`src/osc_cfg.svh`:
```
`ifndef OSC_CFG_SVH
`define OSC_CFG_SVH
// register width and values
`define OSC_WIDTH 8
`define OSC_RST_VAL 8'h00
`define OSC_TC_VAL 8'hff
`define OSC_ONE 8'h01
// operation select codes, first select pin is the msb
`define OSC_SEL_ADD_CI 3'h0
`define OSC_SEL_ADD_NC 3'h1
`define OSC_SEL_CNT_GATE 3'h2
`define OSC_SEL_CNT 3'h3
`define OSC_SEL_SHIFT 3'h4
`define OSC_SEL_LOAD_A 3'h5
`define OSC_SEL_LOAD_B 3'h6
`define OSC_SEL_HOLD 3'h7
`endif

```
`src/osc_pkg.sv`:
```
`include "osc_cfg.svh"
package osc_pkg;
  typedef enum logic [2:0] {
    OSC_ADD_CI = `OSC_SEL_ADD_CI,
    OSC_ADD_NC = `OSC_SEL_ADD_NC,
    OSC_CNT_GATE = `OSC_SEL_CNT_GATE,
    OSC_CNT = `OSC_SEL_CNT,
    OSC_SHIFT = `OSC_SEL_SHIFT,
    OSC_LOAD_A = `OSC_SEL_LOAD_A,
    OSC_LOAD_B = `OSC_SEL_LOAD_B,
    OSC_HOLD = `OSC_SEL_HOLD
  } osc_sel_t;

  // whole state of the transceiver
  typedef struct packed {
    logic [`OSC_WIDTH-1:0] q;
  } osc_state_t;

  // one two-way bus as seen by the design
  typedef struct packed {
    logic [`OSC_WIDTH-1:0] dout;
    logic oe;
  } osc_drive_t;
endpackage : osc_pkg

```
`src/osc_octal_xcvr.sv`:
```
`timescale 1ns/1ps
`include "osc_cfg.svh"
// Contract
// - register changes only on the rising clock edge.
// - register can capture a word from either the A or B bus.
// - register drives A (outside the add modes) or B independently while that enable is low.
// - both enables high leaves both buses undriven.
// - add mode with carry: register gets A plus register plus carry.
// - add mode without carry: register gets A plus register.
// - gated count increments when the gate input is high.
// - gated count holds when the gate input is low.
// - free count increments on every edge.
// - shift takes the serial bit in; status shows the top bit.
// - load A captures A when the A enable is high.
// - load B captures B when the B enable is high.
// - load from a port being driven keeps the register and drives it.
// - hold keeps the register; status shows parity.
// - parity over all eight register bits is computed continuously.
// - terminal count is high exactly when all bits are one.
// - parity is high for an odd number of ones.
module osc_octal_xcvr #(
  parameter int WIDTH = `OSC_WIDTH
) (
  // clock and reset
  input wire logic ref_clk,
  input wire logic reset_n,
  // control
  input wire logic master_clear_n,
  input wire osc_pkg::osc_sel_t sel,
  input wire logic carry_serial_gate_in,
  input wire logic a_oe_n,
  input wire logic b_oe_n,
  // a bus
  input wire logic [WIDTH-1:0] a_in,
  output logic [WIDTH-1:0] a_out,
  output logic a_oe,
  // b bus
  input wire logic [WIDTH-1:0] b_in,
  output logic [WIDTH-1:0] b_out,
  output logic b_oe,
  // status
  output logic status_output
);
  osc_pkg::osc_state_t st_q;
  osc_pkg::osc_state_t st_d;
  logic [WIDTH:0] sum;
  logic carry_in;
  logic add_mode;
  osc_pkg::osc_drive_t a_drv;
  osc_pkg::osc_drive_t b_drv;

  // adder sees the carry only in the carry mode
  assign add_mode = (sel == osc_pkg::OSC_ADD_CI) || (sel == osc_pkg::OSC_ADD_NC);
  assign carry_in = (sel == osc_pkg::OSC_ADD_CI) ? carry_serial_gate_in : 1'b0;
  assign sum = {1'b0, a_in} + {1'b0, st_q.q} + {{WIDTH{1'b0}}, carry_in};

  // next register value by operation
  always_comb begin
    st_d = st_q;
    if (!master_clear_n) begin
      st_d.q = `OSC_RST_VAL;
    end else begin
      case (sel)
        osc_pkg::OSC_ADD_CI, osc_pkg::OSC_ADD_NC: st_d.q = sum[WIDTH-1:0];
        osc_pkg::OSC_CNT_GATE: begin
          if (carry_serial_gate_in) begin
            st_d.q = st_q.q + `OSC_ONE;
          end else begin
            st_d.q = st_q.q;
          end
        end
        osc_pkg::OSC_CNT: st_d.q = st_q.q + `OSC_ONE;
        osc_pkg::OSC_SHIFT: st_d.q = {st_q.q[WIDTH-2:0], carry_serial_gate_in};
        osc_pkg::OSC_LOAD_A: begin
          // a port being driven by us cannot be sampled, so keep
          if (a_oe_n) begin
            st_d.q = a_in;
          end else begin
            st_d.q = st_q.q;
          end
        end
        osc_pkg::OSC_LOAD_B: begin
          if (b_oe_n) begin
            st_d.q = b_in;
          end else begin
            st_d.q = st_q.q;
          end
        end
        default: st_d.q = st_q.q;
      endcase
    end
  end

  // the only storage, updated on the rising edge
  always_ff @(posedge ref_clk) begin
    if (!reset_n) begin
      st_q.q <= `OSC_RST_VAL;
    end else begin
      st_q <= st_d;
    end
  end

  // bus drivers; a is an input during add so the register goes out on b only
  always_comb begin
    a_drv.oe = !a_oe_n && !add_mode;
    b_drv.oe = !b_oe_n;
    a_drv.dout = master_clear_n ? st_q.q : `OSC_RST_VAL;
    b_drv.dout = master_clear_n ? st_q.q : `OSC_RST_VAL;
  end
  assign a_out = a_drv.dout;
  assign a_oe = a_drv.oe;
  assign b_out = b_drv.dout;
  assign b_oe = b_drv.oe;

  // carry out of the live adder, the status mux picks it in add modes
  osc_status #(
    .WIDTH(WIDTH)
  ) u_status (
    .sel(sel),
    .q(st_q.q),
    .carry_out(sum[WIDTH]),
    .master_clear_n(master_clear_n),
    .status_output(status_output)
  );
endmodule : osc_octal_xcvr

```
`src/osc_status.sv`:
```
`timescale 1ns/1ps
`include "osc_cfg.svh"
module osc_status #(
  parameter int WIDTH = `OSC_WIDTH
) (
  // inputs
  input wire osc_pkg::osc_sel_t sel,
  input wire logic [WIDTH-1:0] q,
  input wire logic carry_out,
  input wire logic master_clear_n,
  // result
  output logic status_output
);
  logic parity;
  logic terminal_count;

  // odd parity and all-ones detect, both purely combinational
  assign parity = ^q;
  assign terminal_count = &q;

  // status source follows the operation; clear forces it low
  always_comb begin
    status_output = 1'b0;
    if (master_clear_n) begin
      case (sel)
        osc_pkg::OSC_ADD_CI, osc_pkg::OSC_ADD_NC: status_output = carry_out;
        osc_pkg::OSC_CNT_GATE, osc_pkg::OSC_CNT: status_output = terminal_count;
        osc_pkg::OSC_SHIFT: status_output = q[WIDTH-1];
        default: status_output = parity;
      endcase
    end
  end
endmodule : osc_status

```
`config.mk`:
```
export PLATFORM = sky130hd
export DESIGN_NAME = osc_octal_xcvr
export DESIGN_NICKNAME = d
export VERILOG_FILES = /design/src/osc_pkg.sv /design/src/osc_octal_xcvr.sv /design/src/osc_status.sv
export VERILOG_INCLUDE_DIRS = /design/src
export SDC_FILE = /design/constraint.sdc
export NUM_CORES = 1
export LEC_CHECK = 0
export ABC_AREA = 1
export BUFFER_PORTS_ARGS = -buffer_cell sky130_fd_sc_hd__buf_4
export CAP_MARGIN = 20
export CELL_PAD_IN_SITES_DETAIL_PLACEMENT = 0
export CELL_PAD_IN_SITES_GLOBAL_PLACEMENT = 1
export CORE_MARGIN = 2
export CORE_UTILIZATION = 34
export CTS_CLUSTER_SIZE = 24
export DETAILED_ROUTE_END_ITERATION = 16
export GPL_TIMING_DRIVEN = 1
export PLACE_DENSITY_LB_ADDON = 0.12
export SETUP_SLACK_MARGIN = 0.15
export SYNTH_ARGS = -nofsm -noshare
export SYNTH_HDL_FRONTEND = slang
export SYNTH_SLANG_ARGS = --single-unit
```
`constraint.sdc`:
```
create_clock -name ref_clk -period 2.8 [get_ports ref_clk]
set_input_delay 0.28 -clock ref_clk [delete_from_list [all_inputs] [get_ports ref_clk]]
set_output_delay 0.28 -clock ref_clk [all_outputs]
set_load 0.02 [all_outputs]
```
==> impl_metrics.yaml <==
logic_synthesis:
  post-synth-top-count-cell: "nand2_1"
  ys_ff_latch: 8
  synth_top_area_share: 0.235
  yosysUniqueCellTypes: 25
  synth_edf_count: 0
  syn_nets: 286
  synth_cells: 248
  seq_area_frac_synth: 0.115
  synth-warning-count: 0
  synth_ff_type: "dfxtp_1"
  synth.top_cells.by_count: "87 x nand2_1, 33 x inv_1, 21 x nand3_1, 20 x a21oi_1, 19 x nor2_1"
  async_flop_share: 0
  synth_area_um2: 1390
  avgSynthCellArea_um2: 5.60
  synth_area_leaders: "nand2_1 24%, dfxtp_1 12%, ha_1 9.9%"
  yosys.area.top_type: "nand2_1"
sta:
  tightest_slew_ns: 0.527
  skew_ns: 0.00452
  finalHoldViolations: 0
  finalSetupViolCount: 0
  max_freq_mhz: 403
  period_needed_ns: 2.48
  slew_headroom: 0.646
  finalSetupTns_ns: 0
  rsz0062_at_grt: "false"
  timing.final.crit_share: 0.887
  maxSlewViolCount: 0
pwr:
  power-per-cell-area_nw_per_um2: 295
  p_leak_nw: 0.976
  vdd_drop_max_uv: 203
clock_network:
  cts_root_buf: "clkbuf_8"
  cts.clk_slew.worst_paths_ns: 0.04
  cts_inserted_buffers: 3
  cts_buffer_depth: 2
  clock_latency_ns: 0.23
  cts_tree: "yes"
  cts-htree-levels: 1
  cts_sinks: 8
die:
  dieArea_um2: 4610
  ios: 44
  start_util: 0.350
  dieWidth_um: 67.9
  fp.coreArea_um2: 3970
  rows: 23
  die_h_um: 67.9
finish:
  largest_reg_flops: 8
  drive_above_1_share: 0.207
  utilization: 0.443
  largest_registers: "st_q: 8 flops"
  syn2layout_area_growth_pct: 26.6
  largest_register: "st_q"
  antenna_cells: 0
  nNetsFinal: 325
hold_path:
  hold_class: "input pin to flop"
worst_setup_path:
  end_kind: "output port"
  path_max_fanout: 12
  cp-start-kind: "input pin"
  critical_path_arrival_ns: 2.20
  path_class: "input pin to output port"
  required_ns: 2.52
job:
  maxCapViolations: 0
global_routing:
  grt_pass1_wl_um: 7050
  grt_max_degree: 14
  gr-usage-all-layers: 0.204
  busiest_layer: "met2"
  antenna_found_initial: 0
  grt_pass1_vias: 1490
  overflow: 0
  grt_util_met2: 0.364
  grtUsageMet1: 0.271
  grt_util_met3: 0.0313
placed_design:
  place.gp.congestion: 0.876
  dp_hpwl_um: 3490
  port_buffers: 43
detailed_routing:
  ant_nets: 0
  wl_per_cell_um: 12.7
  drtPass1Iterations: 4
  drc: 0
  wl_um: 4270
  via_per_inst: 4.82
  num_vias: 1616
  drt-initial-drc-count: 54
run_status:
  status: "finished, final reports clean"
==> worst max-delay path, cell delays in order <==
cell and delay (ns):
buf_4 0.16, inv_1 0.10, nand2_1 0.09, nor2_1 0.05, fa_2 0.36, fa_2 0.41
nand3_1 0.10, nand3_2 0.08, nor3b_1 0.15, o21ai_1 0.18, a21oi_1 0.09, buf_4 0.16
==> power breakdown <==
part,switching [W],internal (W)
clock,0.0000462,0.0000932
sequential,0.0000139,0.000121
combinational,0.000141,0.000103
total,0.000201,0.000317
==> cell type report <==
cell class,instances,area (um^2)
Multi-Input combinational cell,194,1020
Sequential cell,8,160
Tap cell,50,62.6
Timing Repair Buffer,46,345
Inverter,34,128
Clock buffer,3,41.3
Fill cell,458,2210
==> kinds of logic (layout without fill, tap and decap cells) <==
logic type,Yosys count,count (layout),share of synthesized area
buffers and inverters,46,83,0.157
and+or+nand+nor,140,140,0.423
adders and majority gates,13,13,0.128
AOI/OAI and AO/OA,35,35,0.139
xor gates and xnor gates,6,6,0.0378
DFF,8,8,0.115
==> repair_timing <==
action / 4_1_cts / 5_1_grt
endpoints found under the setup margin: 0 / 1
gates resized for setup: 0 / 4
hold endpoints to repair: 0 / 0
buffers inserted: 0 / 1
hold buffers: 0 / 0
==> layer usage <==
metal / up-vias / part of all wire
li1: 862 / -
met1: 705 / 0.47
met2: 46 / 0.48
met3: 3 / 0.055
met4: 0 / 0.0016
met5: - / 0
==> worst paths after layout <==
path,from,end,slack [ns],depth (start not counted)
worst max-delay path,sel[2],status_output,0.32,12
worst min-delay path,a_in[1],st_q[1],0.36,3
worst max register to register,st_q[0],st_q[4],1.01,9
worst min register to register,st_q[7],st_q[7],0.59,2
==> metrics by stage <==
stage | hold slack, ns | area (um^2) | setup slack (ns) | power (W) | instances
final | 0.356 | 1760 | 0.317 | 0.000518 | 335
after global routing | 0.363 | 1760 | 0.181 | 0.000569 | 335
after CTS | 0.360 | 1740 | 0.153 | 0.000518 | 334
after detailed placement | 0.594 | 1700 | 0.166 | 0.000378 | 331
after global placement | 0.594 | 1700 | 0.197 | 0.000381 | 331
after floorplan | 0.439 | 1390 | 0.557 | 0.000296 | 248
==> placed cells by master, fill, tap and decap left out <==
master and n:
a21oi_1 20, a21oi_2 2, a31oi_1 2, buf_4 46, clkbuf_8 3, dfxtp_1 8, fa_2 2, ha_1 11
inv_1 33, inv_2 1, nand2_1 87, nand2_2 2, nand3_1 20, nand3_2 1, nand4_1 6, nor2_1 19
nor2_2 1, nor2_4 1, nor3_1 2, nor3b_1 1, o21ai_0 6, o21ai_1 2, o21bai_1 3, xnor2_1 4
xor2_1 2
Note: power is estimated with default switching activity, not from simulation.
